--- config.mk ---
export PLATFORM = sky130hd
export DESIGN_NAME = system_irq_enable_sequencing_regs
export DESIGN_NICKNAME = d
export VERILOG_FILES = /design/src/core/system_irq_enable_sequencing_regs.v
export VERILOG_INCLUDE_DIRS = /design/src /design/src/core
export SDC_FILE = /design/constraint.sdc
export NUM_CORES = 1
export LEC_CHECK = 0
export BUFFER_PORTS_ARGS = -buffer_cell sky130_fd_sc_hd__buf_2
export CAP_MARGIN = 20
export CORE_MARGIN = 2
export CORE_UTILIZATION = 45
export DETAILED_ROUTE_END_ITERATION = 16
export PLACE_DENSITY = 0.64
export SYNTH_ARGS = -nofsm -noshare
export SYNTH_HDL_FRONTEND = slang
export SYNTH_SLANG_ARGS = --single-unit
--- constraint.sdc ---
create_clock -name CORE_CLK_IN -period 2.3 [get_ports CORE_CLK_IN]
set_input_delay 0.46 -clock CORE_CLK_IN [delete_from_list [all_inputs] [get_ports CORE_CLK_IN]]
set_output_delay 0.46 -clock CORE_CLK_IN [all_outputs]
set_load 0.05 [all_outputs]
--- src/core/sys_irq_seq_map.vh ---
// Register indices, field positions, reset values and timing counts
`ifndef SYS_IRQ_SEQ_MAP_VH
`define SYS_IRQ_SEQ_MAP_VH

// Register indices; byte address is four times the index
`define IDX_IRQ_FLAGS 8'h03
`define IDX_IRQ_MASK 8'h04
`define IDX_COND_STATUS 8'h05
`define IDX_ENABLE_CTRL 8'h06
`define IDX_STARTUP_DLY_ONE 8'h07
`define IDX_STARTUP_DLY_TWO 8'h08
`define IDX_IRQ_CLEAR 8'h10
`define IDX_GLOBAL_CTRL 8'h11
`define IDX_INPUT_ASSIGN 8'h12

// Reset values
`define RST_IRQ_MASK 8'h13
`define RST_ENABLE_CTRL 8'h00
`define RST_STARTUP_DLY 8'h00
`define RST_GLOBAL_CTRL 8'h00
`define RST_INPUT_ASSIGN 8'h00

// Event bit positions in flag, mask and status registers
`define BIT_HOT_LOW 0
`define BIT_HOT_HIGH 1
`define BIT_THERMAL_OFF 2
`define BIT_UNDERVOLTAGE 3
`define BIT_WATCHDOG 4
`define EVENT_COUNT 5

// Enable control layout: master k output at 2k, low power at 2k+1
`define MASTER_COUNT 4

// Startup delay fields
`define BIT_STEP_SELECT 7
`define DLY_FIELD_MSB 4
`define DLY_FIELD_WIDTH 5

// Global control and input assignment
`define BIT_GLOBAL_TURN_ON 0
`define ASSIGN_NONE 2'h0
`define ASSIGN_INPUT_ZERO 2'h1
`define ASSIGN_INPUT_ONE 2'h2

// Timing
`define CLK_PERIOD_NS 20
`define STEP_BASE_MS 1
`define NS_PER_MS 1000000
`define STEP_BASE_CYCLES ((`STEP_BASE_MS * `NS_PER_MS) / `CLK_PERIOD_NS)

// Bus responses
`define RESP_OKAY 2'h0
`define RESP_SLVERR 2'h2

`endif

--- src/core/system_irq_enable_sequencing_regs.v ---
// System interrupt mask, status, regulator enable and startup delay registers
//
// Operation
// - Mask bit 4 blocks watchdog irq, resets 1
// - Mask bit 3 blocks undervoltage irq, resets 0
// - Mask bit 2 blocks thermal-off irq, resets 0
// - Mask bit 1 blocks 140 degree irq, resets 1
// - Mask bit 0 blocks 120 degree irq; reset 0x13
// - Status bit 3 shows live undervoltage
// - Status bit 2 shows above 165 degrees
// - Status bit 1 shows above 140 degrees
// - Status bit 0 shows above 120 degrees
// - Output enable bits ORed with assigned input
// - Odd enable bits select low power mode
// - Enable control register resets to zero
// - Step select bit: 1 ms or 2 ms
// - Flag register latches every event, watchdog included
//
// Decided for this implementation: the AXI4-Lite register port.
`include "sys_irq_seq_map.vh"

module system_irq_enable_sequencing_regs #(
	parameter STEP_CYCLES = `STEP_BASE_CYCLES
) (
	input wire CORE_CLK_IN,
	input wire RESETN_IN,
	input wire [7:0] S_AXI_AWADDR_IN,
	input wire S_AXI_AWVALID_IN,
	output reg S_AXI_AWREADY_OUT,
	input wire [31:0] S_AXI_WDATA_IN,
	input wire [3:0] S_AXI_WSTRB_IN,
	input wire S_AXI_WVALID_IN,
	output reg S_AXI_WREADY_OUT,
	output reg [1:0] S_AXI_BRESP_OUT,
	output reg S_AXI_BVALID_OUT,
	input wire S_AXI_BREADY_IN,
	input wire [7:0] S_AXI_ARADDR_IN,
	input wire S_AXI_ARVALID_IN,
	output reg S_AXI_ARREADY_OUT,
	output reg [31:0] S_AXI_RDATA_OUT,
	output reg [1:0] S_AXI_RRESP_OUT,
	output reg S_AXI_RVALID_OUT,
	input wire S_AXI_RREADY_IN,
	input wire SUPPLY_UNDERVOLTAGE_IN,
	input wire THERMAL_OFF_IN,
	input wire HOT_HIGH_IN,
	input wire HOT_LOW_IN,
	input wire WATCHDOG_INPUT_IN,
	input wire ENABLE_PIN_IN,
	input wire [1:0] GENERAL_INPUT_PIN_IN,
	output reg [3:0] MASTER_OUTPUT_ON_OUT,
	output reg [3:0] MASTER_START_OUT,
	output reg [3:0] MASTER_LOW_POWER_OUT,
	output reg IRQ_OUT
);

	// Pin synchronisers: first stage read only by second
	localparam PIN_COUNT = 8;
	wire [PIN_COUNT-1:0] pin_raw;
	reg [PIN_COUNT-1:0] pin_meta_r;
	reg [PIN_COUNT-1:0] pin_sync_r;
	assign pin_raw = {GENERAL_INPUT_PIN_IN, ENABLE_PIN_IN, WATCHDOG_INPUT_IN,
		SUPPLY_UNDERVOLTAGE_IN, THERMAL_OFF_IN, HOT_HIGH_IN, HOT_LOW_IN};

	always @(posedge CORE_CLK_IN or negedge RESETN_IN) begin
		if (!RESETN_IN) begin
			pin_meta_r <= {PIN_COUNT{1'b0}};
			pin_sync_r <= {PIN_COUNT{1'b0}};
		end else begin
			pin_meta_r <= pin_raw;
			pin_sync_r <= pin_meta_r;
		end
	end

	wire [`EVENT_COUNT-1:0] event_level;
	wire enable_pin_s;
	wire [1:0] general_input_s;
	assign event_level = pin_sync_r[4:0];
	assign enable_pin_s = pin_sync_r[5];
	assign general_input_s = pin_sync_r[7:6];

	// Registers
	reg [4:0] irq_mask_r;
	reg [4:0] irq_flags_r;
	reg [3:0] cond_status_r;
	reg [7:0] enable_ctrl_r;
	reg step_select_r;
	reg [4:0] master_two_start_wait_r;
	reg [4:0] master_three_start_wait_r;
	reg global_turn_on_r;
	reg [7:0] input_assign_r;
	reg [`EVENT_COUNT-1:0] event_prev_r;

	// Reset images; only the stored fields are kept
	localparam [7:0] MASK_RESET = `RST_IRQ_MASK;
	localparam [7:0] DLY_RESET = `RST_STARTUP_DLY;
	localparam [7:0] GLOBAL_RESET = `RST_GLOBAL_CTRL;

	// Write channel
	reg aw_held_r;
	reg w_held_r;
	reg [7:0] aw_addr_r;
	reg [31:0] w_data_r;
	reg w_lane0_r;
	wire wr_fire;
	wire [5:0] wr_index;
	wire wr_en;
	reg wr_mapped;

	assign wr_fire = aw_held_r && w_held_r && !S_AXI_BVALID_OUT;
	assign wr_index = aw_addr_r[7:2];
	assign wr_en = wr_fire && w_lane0_r;

	// Read-only offsets answer OKAY and keep their contents
	always @* begin
		case ({2'h0, wr_index})
			`IDX_IRQ_MASK, `IDX_ENABLE_CTRL, `IDX_STARTUP_DLY_ONE, `IDX_STARTUP_DLY_TWO,
			`IDX_IRQ_CLEAR, `IDX_GLOBAL_CTRL, `IDX_INPUT_ASSIGN: begin
				wr_mapped = 1'b1;
			end
			`IDX_IRQ_FLAGS, `IDX_COND_STATUS: begin
				wr_mapped = 1'b1;
			end
			default: begin
				wr_mapped = 1'b0;
			end
		endcase
	end

	always @(posedge CORE_CLK_IN or negedge RESETN_IN) begin
		if (!RESETN_IN) begin
			aw_held_r <= 1'b0;
			w_held_r <= 1'b0;
			aw_addr_r <= 8'h00;
			w_data_r <= 32'h00000000;
			w_lane0_r <= 1'b0;
			S_AXI_AWREADY_OUT <= 1'b0;
			S_AXI_WREADY_OUT <= 1'b0;
			S_AXI_BVALID_OUT <= 1'b0;
			S_AXI_BRESP_OUT <= `RESP_OKAY;
		end else begin
			S_AXI_AWREADY_OUT <= !aw_held_r && !S_AXI_AWREADY_OUT && !S_AXI_BVALID_OUT;
			S_AXI_WREADY_OUT <= !w_held_r && !S_AXI_WREADY_OUT && !S_AXI_BVALID_OUT;
			if (S_AXI_AWVALID_IN && S_AXI_AWREADY_OUT) begin
				aw_held_r <= 1'b1;
				aw_addr_r <= S_AXI_AWADDR_IN;
				S_AXI_AWREADY_OUT <= 1'b0;
			end
			if (S_AXI_WVALID_IN && S_AXI_WREADY_OUT) begin
				w_held_r <= 1'b1;
				w_data_r <= S_AXI_WDATA_IN;
				w_lane0_r <= S_AXI_WSTRB_IN[0];
				S_AXI_WREADY_OUT <= 1'b0;
			end
			if (wr_fire) begin
				aw_held_r <= 1'b0;
				w_held_r <= 1'b0;
				S_AXI_BVALID_OUT <= 1'b1;
				S_AXI_BRESP_OUT <= wr_mapped ? `RESP_OKAY : `RESP_SLVERR;
			end else if (S_AXI_BVALID_OUT && S_AXI_BREADY_IN) begin
				S_AXI_BVALID_OUT <= 1'b0;
			end
		end
	end

	// Register storage
	always @(posedge CORE_CLK_IN or negedge RESETN_IN) begin
		if (!RESETN_IN) begin
			irq_mask_r <= MASK_RESET[`EVENT_COUNT-1:0];
			enable_ctrl_r <= `RST_ENABLE_CTRL;
			step_select_r <= DLY_RESET[`BIT_STEP_SELECT];
			master_two_start_wait_r <= DLY_RESET[`DLY_FIELD_MSB:0];
			master_three_start_wait_r <= DLY_RESET[`DLY_FIELD_MSB:0];
			global_turn_on_r <= GLOBAL_RESET[`BIT_GLOBAL_TURN_ON];
			input_assign_r <= `RST_INPUT_ASSIGN;
		end else if (wr_en) begin
			case ({2'h0, wr_index})
				`IDX_IRQ_MASK: begin
					irq_mask_r <= w_data_r[4:0];
				end
				`IDX_ENABLE_CTRL: begin
					enable_ctrl_r <= w_data_r[7:0];
				end
				`IDX_STARTUP_DLY_ONE: begin
					step_select_r <= w_data_r[`BIT_STEP_SELECT];
					master_two_start_wait_r <= w_data_r[`DLY_FIELD_MSB:0];
				end
				`IDX_STARTUP_DLY_TWO: begin
					master_three_start_wait_r <= w_data_r[`DLY_FIELD_MSB:0];
				end
				`IDX_GLOBAL_CTRL: begin
					global_turn_on_r <= w_data_r[`BIT_GLOBAL_TURN_ON];
				end
				`IDX_INPUT_ASSIGN: begin
					input_assign_r <= w_data_r[7:0];
				end
				default: begin
					global_turn_on_r <= global_turn_on_r;
				end
			endcase
		end
	end

	// Live status and sticky flags
	wire [4:0] flag_clear;
	wire [4:0] event_rise;
	assign flag_clear = (wr_en && ({2'h0, wr_index} == `IDX_IRQ_CLEAR)) ? w_data_r[4:0] : 5'h00;
	assign event_rise = event_level & ~event_prev_r;

	always @(posedge CORE_CLK_IN or negedge RESETN_IN) begin
		if (!RESETN_IN) begin
			cond_status_r <= 4'h0;
			event_prev_r <= {`EVENT_COUNT{1'b0}};
			irq_flags_r <= 5'h00;
			IRQ_OUT <= 1'b0;
		end else begin
			cond_status_r <= event_level[3:0];
			event_prev_r <= event_level;
			// An event in the clear's cycle keeps its flag
			irq_flags_r <= (irq_flags_r & ~flag_clear) | event_rise;
			IRQ_OUT <= |(irq_flags_r & ~irq_mask_r);
		end
	end

	// Read channel
	reg [7:0] rd_value;
	reg rd_mapped;
	wire [5:0] rd_index;
	assign rd_index = S_AXI_ARADDR_IN[7:2];

	always @* begin
		rd_value = 8'h00;
		rd_mapped = 1'b1;
		case ({2'h0, rd_index})
			`IDX_IRQ_FLAGS: begin
				rd_value = {3'h0, irq_flags_r};
			end
			`IDX_IRQ_MASK: begin
				rd_value = {3'h0, irq_mask_r};
			end
			`IDX_COND_STATUS: begin
				rd_value = {4'h0, cond_status_r};
			end
			`IDX_ENABLE_CTRL: begin
				rd_value = enable_ctrl_r;
			end
			`IDX_STARTUP_DLY_ONE: begin
				rd_value = {step_select_r, 2'h0, master_two_start_wait_r};
			end
			`IDX_STARTUP_DLY_TWO: begin
				rd_value = {3'h0, master_three_start_wait_r};
			end
			`IDX_IRQ_CLEAR: begin
				rd_value = 8'h00;
			end
			`IDX_GLOBAL_CTRL: begin
				rd_value = {7'h00, global_turn_on_r};
			end
			`IDX_INPUT_ASSIGN: begin
				rd_value = input_assign_r;
			end
			default: begin
				rd_mapped = 1'b0;
			end
		endcase
	end

	always @(posedge CORE_CLK_IN or negedge RESETN_IN) begin
		if (!RESETN_IN) begin
			S_AXI_ARREADY_OUT <= 1'b0;
			S_AXI_RVALID_OUT <= 1'b0;
			S_AXI_RDATA_OUT <= 32'h00000000;
			S_AXI_RRESP_OUT <= `RESP_OKAY;
		end else begin
			S_AXI_ARREADY_OUT <= !S_AXI_ARREADY_OUT && !S_AXI_RVALID_OUT;
			if (S_AXI_ARVALID_IN && S_AXI_ARREADY_OUT) begin
				S_AXI_ARREADY_OUT <= 1'b0;
				S_AXI_RVALID_OUT <= 1'b1;
				S_AXI_RDATA_OUT <= {24'h000000, rd_value};
				S_AXI_RRESP_OUT <= rd_mapped ? `RESP_OKAY : `RESP_SLVERR;
			end else if (S_AXI_RVALID_OUT && S_AXI_RREADY_IN) begin
				S_AXI_RVALID_OUT <= 1'b0;
			end
		end
	end

	// Sequencing: start on rise of pin or global turn-on
	reg seq_on_prev_r;
	reg [31:0] base_cnt_r;
	reg step_half_r;
	reg step_tick_r;
	wire seq_on;
	wire seq_start;
	wire base_tick;
	assign seq_on = enable_pin_s | global_turn_on_r;
	assign seq_start = seq_on && !seq_on_prev_r;
	assign base_tick = (base_cnt_r == STEP_CYCLES - 1);
	// Base count runs freely; a start realigns the first step

	always @(posedge CORE_CLK_IN or negedge RESETN_IN) begin
		if (!RESETN_IN) begin
			seq_on_prev_r <= 1'b0;
			base_cnt_r <= 32'h00000000;
			step_half_r <= 1'b0;
			step_tick_r <= 1'b0;
		end else begin
			seq_on_prev_r <= seq_on;
			step_tick_r <= 1'b0;
			if (seq_start) begin
				base_cnt_r <= 32'h00000000;
				step_half_r <= 1'b0;
			end else if (base_tick) begin
				base_cnt_r <= 32'h00000000;
				step_half_r <= !step_half_r;
				step_tick_r <= !step_select_r || step_half_r;
			end else begin
				base_cnt_r <= base_cnt_r + 32'h00000001;
			end
		end
	end

	// Masters one and four start without delay
	wire [4:0] wait_code [0:3];
	assign wait_code[0] = 5'h00;
	assign wait_code[1] = master_two_start_wait_r;
	assign wait_code[2] = master_three_start_wait_r;
	assign wait_code[3] = 5'h00;

	genvar m;
	generate
		for (m = 0; m < `MASTER_COUNT; m = m + 1) begin : master_g
			reg [4:0] wait_cnt_r;
			reg [1:0] sel;
			reg assigned_input;
			always @* begin
				sel = input_assign_r[2*m+1:2*m];
				case (sel)
					`ASSIGN_INPUT_ZERO: begin
						assigned_input = general_input_s[0];
					end
					`ASSIGN_INPUT_ONE: begin
						assigned_input = general_input_s[1];
					end
					default: begin
						assigned_input = 1'b0;
					end
				endcase
			end
			always @(posedge CORE_CLK_IN or negedge RESETN_IN) begin
				if (!RESETN_IN) begin
					wait_cnt_r <= 5'h00;
					MASTER_OUTPUT_ON_OUT[m] <= 1'b0;
					MASTER_LOW_POWER_OUT[m] <= 1'b0;
					MASTER_START_OUT[m] <= 1'b0;
				end else begin
					// Output enable is not gated by the start sequence
					MASTER_OUTPUT_ON_OUT[m] <= enable_ctrl_r[2*m] | assigned_input;
					MASTER_LOW_POWER_OUT[m] <= enable_ctrl_r[2*m+1];
					if (seq_start) begin
						wait_cnt_r <= wait_code[m];
					end else if (step_tick_r && wait_cnt_r != 5'h00) begin
						wait_cnt_r <= wait_cnt_r - 5'h01;
					end
					MASTER_START_OUT[m] <= seq_on && !seq_start && (wait_cnt_r == 5'h00);
				end
			end
		end
	endgenerate

endmodule // system_irq_enable_sequencing_regs

# Word level (Yosys, flattened, before mapping)
# Memories as Yosys holds them, arrays and structs flattened.
# Index checks and enable logic that the tools add are counted.
# word_totals
romBits,32
in_bits,67
reg_bits,167
memories,1
# classes
n_eq_ne,25
addsub,5
muxes,35
n_bitwise,12
n_reduce_logical,61
# memory_table
name,depth,width,read_ports,rd_clocked_by_memory_dff,write_ports,line,rtl
(name not given),32,1,1,0,0,system_irq_enable_sequencing_regs.v:116,"case ({2'h0, wr_index})"
# ops
op,count
$mux W32,2
$pmux W8 S8,1
$mux W5,9
$eq A6 B3 Y1 const B,7
$eq A6 B5 Y1 const B,6
$add A32 B1 Y32 const B,1
$eq A32 B16 Y1 const B,1
$logic_and A1 B1 Y1,24
$logic_not A5 Y1,4
$reduce_bool A5 Y1,4
$sub A5 B1 Y5 const B,4
$reduce_bool A2 Y1,9
$mux W1,17
$and A5 B5 Y5,3
$not A5 Y5,3
$eq A6 B4 Y1 const B,2
$reduce_and A2 Y1,6
$logic_not A1 Y1,11
$reduce_or A9 Y1,1
$eq A2 B1 Y1 const B,4
$eq A2 B2 Y1 const B,4
$pmux W1 S2,4
$eq A6 B2 Y1 const B,1
$or A1 B1 Y1,5
other kinds (4),5

# Longest topological paths before layout
# Gate-level depths: netlist of run 1.
# logic_depth
ltp_word,8
ltp_mapped,7

# Worst setup path before layout of run 1
# Ideal clock, no wire load.
# synth_timing
path_kind,reg-to-reg
start,register S_AXI_BVALID_OUT
end,register master_three_start_wait_r[0]
path_stages_with_launch,6
slack_ps,353
t_arrival_ps,1823
cell_sequence,dfrtp_1 > nand3b_1 > nor3b_1 > and4b_1 > buf_2 > mux2_2
# synth_via
elab_chain_len,4
# synth_rtl
item,line,rtl
start: declaration,system_irq_enable_sequencing_regs.v:35,"output reg S_AXI_BVALID_OUT,"
start signal: assignment,system_irq_enable_sequencing_regs.v:139,S_AXI_BVALID_OUT <= 1'b0;
start signal: assignment,system_irq_enable_sequencing_regs.v:158,S_AXI_BVALID_OUT <= 1'b1;
start signal: assignment,system_irq_enable_sequencing_regs.v:161,S_AXI_BVALID_OUT <= 1'b0;
$logic_not A1 Y1,system_irq_enable_sequencing_regs.v:110,assign wr_fire = aw_held_r && w_held_r && !S_AXI_BVALID_OUT;
$logic_and A1 B1 Y1,system_irq_enable_sequencing_regs.v:110,
$logic_and A1 B1 Y1,system_irq_enable_sequencing_regs.v:112,assign wr_en = wr_fire && w_lane0_r;
$reduce_and A2 Y1 (no line),-,
end signal: assignment,system_irq_enable_sequencing_regs.v:173,master_three_start_wait_r <= DLY_RESET[`DLY_FIELD_MSB:0];
end signal: assignment,system_irq_enable_sequencing_regs.v:189,master_three_start_wait_r <= w_data_r[`DLY_FIELD_MSB:0];
end: declaration,system_irq_enable_sequencing_regs.v:89,reg [4:0] master_three_start_wait_r;
# Every way passes these cells.
# A chain may end at the register's enable or synchronous reset.

# Worst setup path in the final report of run 1
# layout_timing
start,register base_cnt_r[4]
end,register base_cnt_r[25]
# layout_via
elab_chain_len,3
word_cells_on_any_way,4
# layout_rtl
item,line,rtl
start: declaration,system_irq_enable_sequencing_regs.v:289,reg [31:0] base_cnt_r;
start signal: assignment,system_irq_enable_sequencing_regs.v:317,base_cnt_r <= base_cnt_r + 32'h00000001;
$add A32 B1 Y32 / $eq A32 B16 Y1 (equally long branches),"system_irq_enable_sequencing_regs.v:317, system_irq_enable_sequencing_regs.v:297",
$mux W32 (*),system_irq_enable_sequencing_regs.v:312,end else if (base_tick) begin
$mux W32 (*),system_irq_enable_sequencing_regs.v:309,if (seq_start) begin
# Every way passes the cells marked *; elsewhere a longest branch is shown, timed or not.

==> results.md, run 1 <==
| Metric | This run | Unit |
| --- | --- | --- |
| Pins Over Slew Limit | 0 | - |
| Reg2Reg Depth | 4 | - |
| Final setup violation count | 0 | - |
| Floorplan core area | 15800 | sq um |
| Ports placed on the boundary | 121 | - |
| Post-CTS Setup Bufs | 0 | - |
| Vias/cell | 5.38 | - |
| Critical Path Start Type | register | - |
| DRC viols | 0 | - |
| Die width | 131 | microns |
| Critical-path top delay cell | sky130_fd_sc_hd__or4_1 | - |
| P per Cell Area | 1020 | nW/um^2 |
| Maxcap violations | 0 | - |
| Vias in the first global route | 5153 | - |
| Wire length of the first global-routing pass | 25.6 | mm |
| Floorplan die area | 17200 | sq um |
| Total half-perimeter wirelength after legalization and detailed placement | 10.4 | mm |
| Clock root cell | sky130_fd_sc_hd__clkbuf_16 | - |
| Class of the tightest hold or removal check | in -> async | - |
| Data arrival time of the critical path | 2250 | ps |
| Synthesized flop and latch total | 159 | - |
| Remaining global-route overflow | 0 | - |
| Data required time of the worst path | 2650 | ps |
| Number of diodes | 0 | - |
| Normalized max-slew margin | 53.3 | % |
| Average cell area after synthesis | 11.2 | sq um |
| Worst-Margin Slew | 699 | ps |
| Synthesis Warnings | 0 | - |
| Endpoints failing hold | 0 | - |
| Leakage power | 3.81 | nW |
| Antenna violations before repair | 0 | - |
| Destination of the worst register-to-register timing path | base_cnt_r[25] | - |
| Share of cells above drive strength 1 | 24.7 | % |
| Filler Cell Count | 1396 | - |
| Number of vias in the routed layout | 5098 | - |
| Min Tclk post-route | 1900 | ps |
| Worst r2r src | base_cnt_r[4] | - |
| Row Count | 46 | - |
| Post-Route WL | 14.9 | mm |
| Worst skew pair latency | 420 | ps |
| Maximum number of pins on one net before global-route repair | 61 | - |
| Number of buffers on the longest clock path | 2 | - |
| Register clock-pin slew on the reported worst setup and hold paths | 70 | ps |
| CP startpoint | base_cnt_r[4] | - |
| Unrepaired setup endpoints after global routing | no | - |
| Area of the multi-input gates | 2940 | sq um |
| Biggest cell delay along the critical path | 510 | ps |
| Max Clock Skew | 7.18 | ps |
| Maximum fanout along the worst path | 10 | - |
| Combined area of all synthesized cells | 7260 | sq um |
| Setup_tns | 0 | ps |
| Hold-fix buffers, CTS | 0 | - |
| Detailed Route Iter0 Violations | 353 | - |
| Detailed-route wire length per cell | 15.7 | microns |
| EDFF count, synth | 0 | - |
| Yosys cell types | 59 | - |
| Combined flip-flop and latch cell area | 3980 | sq um |
| Routability congestion estimate from global placement | 0.876 | - |
| Crit-path cells | and4_1 > nand2_1 > or4_1 > a21oi_1 | - |
| Critical path endpoint category | register | - |
| Share of async-settable or async-resettable flops after synthesis | 100 | % |
| CTS Buf Count | 17 | - |
| Post-synth top flop | sky130_fd_sc_hd__dfrtp_1 | - |
| Setup slack of the most critical reg-to-reg path | 400 | ps |
| Antenna-violating nets left | 0 | - |
| Clock Sinks | 159 | - |
| Number of levels in the clock H-tree | 4 | - |
| Maximum clock frequency | 525 | MHz |
| Overall die height | 131 | microns |
| CTS-repair resized insts | 0 | - |
| Starting Density | 45.9 | % |
| Maximum ir drop on the vdd rail | 0.000563 | V |
| Final period utilization | 82.8 | % |
| Worst slack at placement | 256 | ps |
| Result of the run | completed | - |
| Cell family contributing the most delay on the critical path | simple AND/OR/NAND/NOR gates | - |
| Layout overhead on the synthesized area | 15.3 | % |
| Instance count of the mapped netlist | 647 | - |
| CTS tree | built | - |
| Buf+Inv Stages, Crit Path | 0 | - |
| First drt pass iteration count | 5 | - |
| Worst Path Class, Setup | reg -> reg | - |
| Slack of the critical path | 395 | ps |
| All-layer global routing usage | 19.2 | % |
| IO Port Bufs | 63 | - |
| Portion of the post-synthesis area used by sequential elements | 54.9 | % |
| Count of nets after finishing | 799 | - |
## kinds of logic (layout without fill, tap and decap cells)
kind of cell | Yosys count | after routing | synth area share, %
fa+ha+maj | 13 | 13 | 2.24
simple gates | 202 | 202 | 15.3
flops | 159 | 159 | 54.9
buf+inv | 81 | 141 | 6.01
xor+xnor | 27 | 27 | 3.26
mux | 56 | 56 | 9.10
other cells | 1 | 26 | 0.0516
compound gates | 108 | 108 | 9.24
## worst register-to-register path, delay by kind of cell, from the launching register on
family | cells | cell delay (ps)
flip-flops | 1 | 440
AND/OR/NAND/NOR | 3 | 1220
AO/OA/AOI/OAI | 1 | 180
## cell type report
| cell class | instances | area share [%] |
|---|---|---|
| sequential | 159 | 47.6 |
| multi-input combinational | 432 | 35.1 |
| timing repair buffer | 76 | 5.31 |
| clock buffer | 17 | 5.08 |
| tap | 216 | 3.23 |
| clock inverter | 15 | 2.23 |
| inverter | 33 | 1.48 |
## flip-flops by register name (all words and copies together) (netlist names), 4 cells and up
signal and cells:
MASTER_OUTPUT_ON_OUT 4, input_assign_r 8, base_cnt_r 32, event_prev_r 5, master_three_start_wait_r 5, pin_meta_r 8
S_AXI_RDATA_OUT 8, master_g.wait_cnt_r 20, pin_sync_r 8, aw_addr_r 6, MASTER_START_OUT 4, master_two_start_wait_r 5
enable_ctrl_r 8, MASTER_LOW_POWER_OUT 4, irq_mask_r 5, w_data_r 8, irq_flags_r 5
## worst max-delay path by stage
stage               slack (ps)                            to  cells past startpoint
floorplan                  350  master_three_start_wait_r[0]                      5
global placement           330            S_AXI_RDATA_OUT[0]                      5
detailed placement         260            S_AXI_RDATA_OUT[1]                      5
CTS                        390                base_cnt_r[25]                      4
global route               220                base_cnt_r[19]                      4
finish                     400                base_cnt_r[25]                      4
## Yosys cell counts (3+ instances only)
cell                       instances  area (sq um)
sky130_fd_sc_hd__nor3_1            8          40.0
sky130_fd_sc_hd__xnor2_1           8          70.1
sky130_fd_sc_hd__nor2_1           37           139
sky130_fd_sc_hd__and3_1            3          18.8
sky130_fd_sc_hd__nor4_1            6          37.5
sky130_fd_sc_hd__a22oi_1          11          82.6
sky130_fd_sc_hd__o21ai_0          30           150
sky130_fd_sc_hd__mux2_2           50           563
sky130_fd_sc_hd__mux2i_1           3          30.0
sky130_fd_sc_hd__a31oi_1           4          25.0
sky130_fd_sc_hd__buf_4            26           195
sky130_fd_sc_hd__nor2b_1           4          25.0
sky130_fd_sc_hd__or2_2             5          31.3
sky130_fd_sc_hd__dfstp_2           3          78.8
sky130_fd_sc_hd__and2_1            3          18.8
sky130_fd_sc_hd__mux4_2            3          67.6
sky130_fd_sc_hd__o31ai_1           9          67.6
sky130_fd_sc_hd__nand3_1          24           120
sky130_fd_sc_hd__dfrtp_1         156          3900
sky130_fd_sc_hd__a32oi_1           5          43.8
sky130_fd_sc_hd__nand3b_1          3          22.5
sky130_fd_sc_hd__nand4_1          12          75.1
sky130_fd_sc_hd__inv_1            33           124
sky130_fd_sc_hd__a21oi_1          28           140
sky130_fd_sc_hd__xor2_1           19           166
sky130_fd_sc_hd__ha_1             13           163
sky130_fd_sc_hd__or4_1             8          60.1
sky130_fd_sc_hd__nor3b_1           4          30.0
sky130_fd_sc_hd__or3_1             9          56.3
sky130_fd_sc_hd__a21boi_0          6          45.0
sky130_fd_sc_hd__and4_1            5          43.8
sky130_fd_sc_hd__clkbuf_1         11          41.3
sky130_fd_sc_hd__or4b_2            4          40.0
sky130_fd_sc_hd__o21bai_1          5          37.5
sky130_fd_sc_hd__buf_2             8          40.0
sky130_fd_sc_hd__nand2_1          50           188
## cell usage in the layout, fill, tap and decap left out, types with 12 or more instances in the layout
master	synthesis	final
sky130_fd_sc_hd__ha_1	13	13
sky130_fd_sc_hd__mux2_2	50	50
sky130_fd_sc_hd__dfrtp_1	156	156
sky130_fd_sc_hd__nor2_1	37	37
sky130_fd_sc_hd__o21ai_0	30	30
sky130_fd_sc_hd__clkbuf_16	0	17
sky130_fd_sc_hd__nand2_1	50	50
sky130_fd_sc_hd__buf_2	8	62
sky130_fd_sc_hd__conb_1	1	26
sky130_fd_sc_hd__nand4_1	12	12
sky130_fd_sc_hd__nand3_1	24	24
sky130_fd_sc_hd__a21oi_1	28	28
sky130_fd_sc_hd__xor2_1	19	19
sky130_fd_sc_hd__inv_1	33	33
## metal layers
layer  up-vias  GRT usage (%)  wire, microns
met4         0           7.51            256
met5         -              0              0
met3        18           3.54            742
met1      2522           26.7           6800
li1       2401              -              -
met2       157           30.0           7120
## power by group
| part | switching [mW] | leakage, nW | total (mW) | internal (mW) |
|---|---|---|---|---|
| registers | 0.531 | 2.06 | 3.85 | 3.32 |
| clock network | 1.18 | 0.287 | 2.90 | 1.72 |
| logic | 1.07 | 1.47 | 1.76 | 0.695 |
## metrics by stage
step           instance area [sq um]  utilization [%]  cells  total power, mW  hold slack, ps
2_1_floorplan                   7350                -    672             5.09             164
3_3_place_gp                    7760             49.0    916             5.59             335
3_5_place_dp                    7760             49.0    916             5.67             339
4_1_cts                         8370             52.9    948             8.59            22.5
5_1_grt                         8370             52.9    948             8.99            47.6
6_report                        8370             52.9    948             8.51            3.36
(Power assumes the default switching activity.)
==> run 2: changes to the inputs <==
- PLACE_DENSITY: 0.64 -> 0.67
- clock period: 2.3 -> 1.61 ns (I/O delays scaled with it)
==> results.md, run 2 (same netlist as run 1, synthesis figures left out) <==
| Metric | This run | Unit | Delta |
| --- | --- | --- | --- |
| Critical path endpoint category | register | - |  |
| Number of buffers on the longest clock path | 2 | - | unchanged |
| Worst Path Class, Setup | reg -> reg | - |  |
| Antenna-violating nets left | 0 | - | unchanged |
| Unrepaired setup endpoints after global routing | yes | - |  |
| Floorplan core area | 15800 | sq um | unchanged |
| DRC viols | 0 | - | unchanged |
| Maxcap violations | 0 | - | unchanged |
| Net switching power | 4.23 | mW | +52% |
| Max Clock Skew | 6.61 | ps | -0.570 ps |
| Hold path start | GENERAL_INPUT_PIN_IN[1] | - |  |
| Number of diodes | 0 | - | unchanged |
| Maximum fanout along the worst path | 8 | - | -2 |
| Row Count | 46 | - | unchanged |
| Most frequent standard cell in the layout excluding fill and tap cells | sky130_fd_sc_hd__dfrtp_1 | - |  |
| Maximum ir drop on the vdd rail | 0.00119 | V | +110% |
| Critical Path Start Type | register | - |  |
| Violations in the final reports | setup timing | - |  |
| Leakage power | 4.30 | nW | +13% |
| CP startpoint | base_cnt_r[11] | - |  |
| Wire length of the first global-routing pass | 26.5 | mm | +3.4% |
| Number of levels in the clock H-tree | 4 | - | unchanged |
| Max reg flops | 32 | - | unchanged |
| Portion of total power attributed to the clock network | 32.3 | % | -1.7 points |
| Share of cells above drive strength 1 | 38.0 | % | +13 points |
| Top library cells by usage in the layout, fill and taps aside | sky130_fd_sc_hd__dfrtp_1 (153), sky130_fd_sc_hd__buf_4 (78), sky130_fd_sc_hd__buf_2 (62) | - |  |
| Slack of the critical path | -56.4 | ps | -452 ps |
| Result of the run | complete, but fails checks | - |  |
| Layout overhead on the synthesized area | 29.4 | % |  |
| Count of nets after finishing | 881 | - | +10% |
| Vias in the first global route | 5392 | - | +4.6% |
| Die width | 131 | microns | unchanged |
| DP Area | 8270 | sq um | +6.7% |
| IO Port Bufs | 63 | - | unchanged |
| CTS tree | built | - |  |
| Register clock-pin slew on the reported worst setup and hold paths | 60 | ps | about the same |
| Logic gate share of total power | 24.5 | % | +3.8 points |
| Remaining global-route overflow | 0 | - | unchanged |
| Final period utilization | 104 | % | +21 points |
| Starting Density | 45.9 | % | unchanged |
| Non-Filler Cell Area, Final | 9390 | sq um | +12% |
| Antenna violations before repair | 0 | - | unchanged |
| Internal portion of total power | 8.58 | mW | +50% |
| Top flop regs | base_cnt_r (32), master_g.wait_cnt_r (20) | - |  |
| Overall die height | 131 | microns | unchanged |
| Setup slack of the most critical reg-to-reg path | -60 | ps | -450 ps |
| All-layer global routing usage | 19.8 | % | +0.65 points |
| Worst slack at placement | -112 | ps | -369 ps |
| Worst-Margin Slew | 579 | ps | -119 ps |
| Vias/cell | 5.31 | - | -1.2% |
| Detailed-route wire length per cell | 15.9 | microns | +1.3% |
| Maximum clock frequency | 600 | MHz | +14% |
| Clock root cell | sky130_fd_sc_hd__clkbuf_16 | - |  |
| P per Cell Area | 1360 | nW/um^2 | +34% |
| Maximum number of pins on one net before global-route repair | 57 | - | -6.6% |
| Post-layout instance count excluding filler cells | 1030 | - | +8.6% |
| Number of placed cells counting well taps | 969 | - | +5.8% |
| Floorplan die area | 17200 | sq um | unchanged |
| Post-Route WL | 16.4 | mm | +10% |
| Endpoints failing hold | 0 | - | unchanged |
| Sw frac | 33.0 | % | +0.41 points |
| Part of the total power dissipated in sequential elements | 43.3 | % | -2.0 points |
| Routability congestion estimate from global placement | 0.867 | - | -0.96% |
| Clock Sinks | 159 | - | unchanged |
| Biggest register | base_cnt_r | - |  |
| Data required time of the worst path | 1950 | ps | -700 ps |
| Class of the tightest hold or removal check | in -> reg | - |  |
| Total half-perimeter wirelength after legalization and detailed placement | 11.2 | mm | +7.5% |
| Pins Over Slew Limit | 0 | - | unchanged |
| Worst skew pair latency | 430 | ps | about the same |
| CTS Buf Count | 17 | - | unchanged |
| Normalized max-slew margin | 61.4 | % | +8.0 points |
| Worst r2r src | base_cnt_r[11] | - |  |
| Ports placed on the boundary | 121 | - | unchanged |
| Detailed Route Iter0 Violations | 338 | - | -4.2% |
| Min Tclk post-route | 1670 | ps | -238 ps |
| Final setup violation count | 38 | - | +38 |
| First drt pass iteration count | 5 | - | unchanged |
| Data arrival time of the critical path | 2010 | ps | -240 ps |
| Number of vias in the routed layout | 5473 | - | +7.4% |
[run 2: cell count changes in the layout (fill, tap and decap cells not counted), sizes merged]
cell / before / now
buf: 76 / 151
dlygate4sd3: 0 / 7
[run 2: layout make-up]
cell class / count / area, sq um
Clock buffer: 17 / 425
Clock inverter: 15 / 186
Fill cell: 1259 / 6430
Inverter: 33 / 124
Multi-Input combinational cell: 432 / 3290
Sequential cell: 159 / 3990
Tap cell: 216 / 270
Timing Repair Buffer: 158 / 1120
[run 2: metal layers]
layer	GRT usage [%]	up-vias	part of all wire [%]	wire length (microns)
met5	0	-	0	0
met4	5.57	0	1.2	203
met3	4.64	23	4.7	777
met2	32.9	155	51	8320
met1	26.2	2731	43	7110
li1	-	2564	-	-
[run 2: worst max-delay path, cell delays in order, from the launching register on]
cell and delay, ps:
sky130_fd_sc_hd__dfrtp_1 380, sky130_fd_sc_hd__and4_4 240, sky130_fd_sc_hd__nand4_1 170, sky130_fd_sc_hd__buf_6 190
sky130_fd_sc_hd__or4_4 480, sky130_fd_sc_hd__a21oi_1 150
[run 2: path summary, 6_finish.rpt]
check	endpoint	cells past startpoint
max	base_cnt_r[26]	5
min	pin_meta_r[7]	1
max reg2reg	base_cnt_r[26]	5
min reg2reg	pin_sync_r[3]	0
max in group asynchronous	base_cnt_r[24]	3
min in group asynchronous	aw_addr_r[4]	2
[run 2: timing repair]
action                     CTS  global route
setup buffers               16             6
cloned                       1             0
pin swaps                   22            17
setup endpoints to repair   59            83
resized for setup           35            40
hold buffers                 7             0
hold endpoints to repair    25             0
[run 2: per-stage QoR]
stage / total power [mW] / util [%] / hold slack (ps) / TNS [ps]
detailed placement: 8.47 / 52.3 / 185 / -3860
CTS: 12.8 / 58.2 / 2.86 / -608
floorplan: 7.39 / - / 26.4 / -4290
global placement: 8.29 / 52.3 / 184 / -2570
finish: 12.8 / 59.4 / 12.1 / -681
global route: 13.4 / 59.4 / 8.06 / -4620
[run 2: power by group through the flow]
stage / Combinational [mW] / Clock [mW] / Sequential (mW)
after floorplan: 1.58 / 0 / 5.81
after global placement: 2.77 / 0 / 5.52
after detailed placement: 2.88 / 0 / 5.59
after CTS: 3.03 / 4.20 / 5.52
after global routing: 3.42 / 4.37 / 5.63
final: 3.13 / 4.13 / 5.54
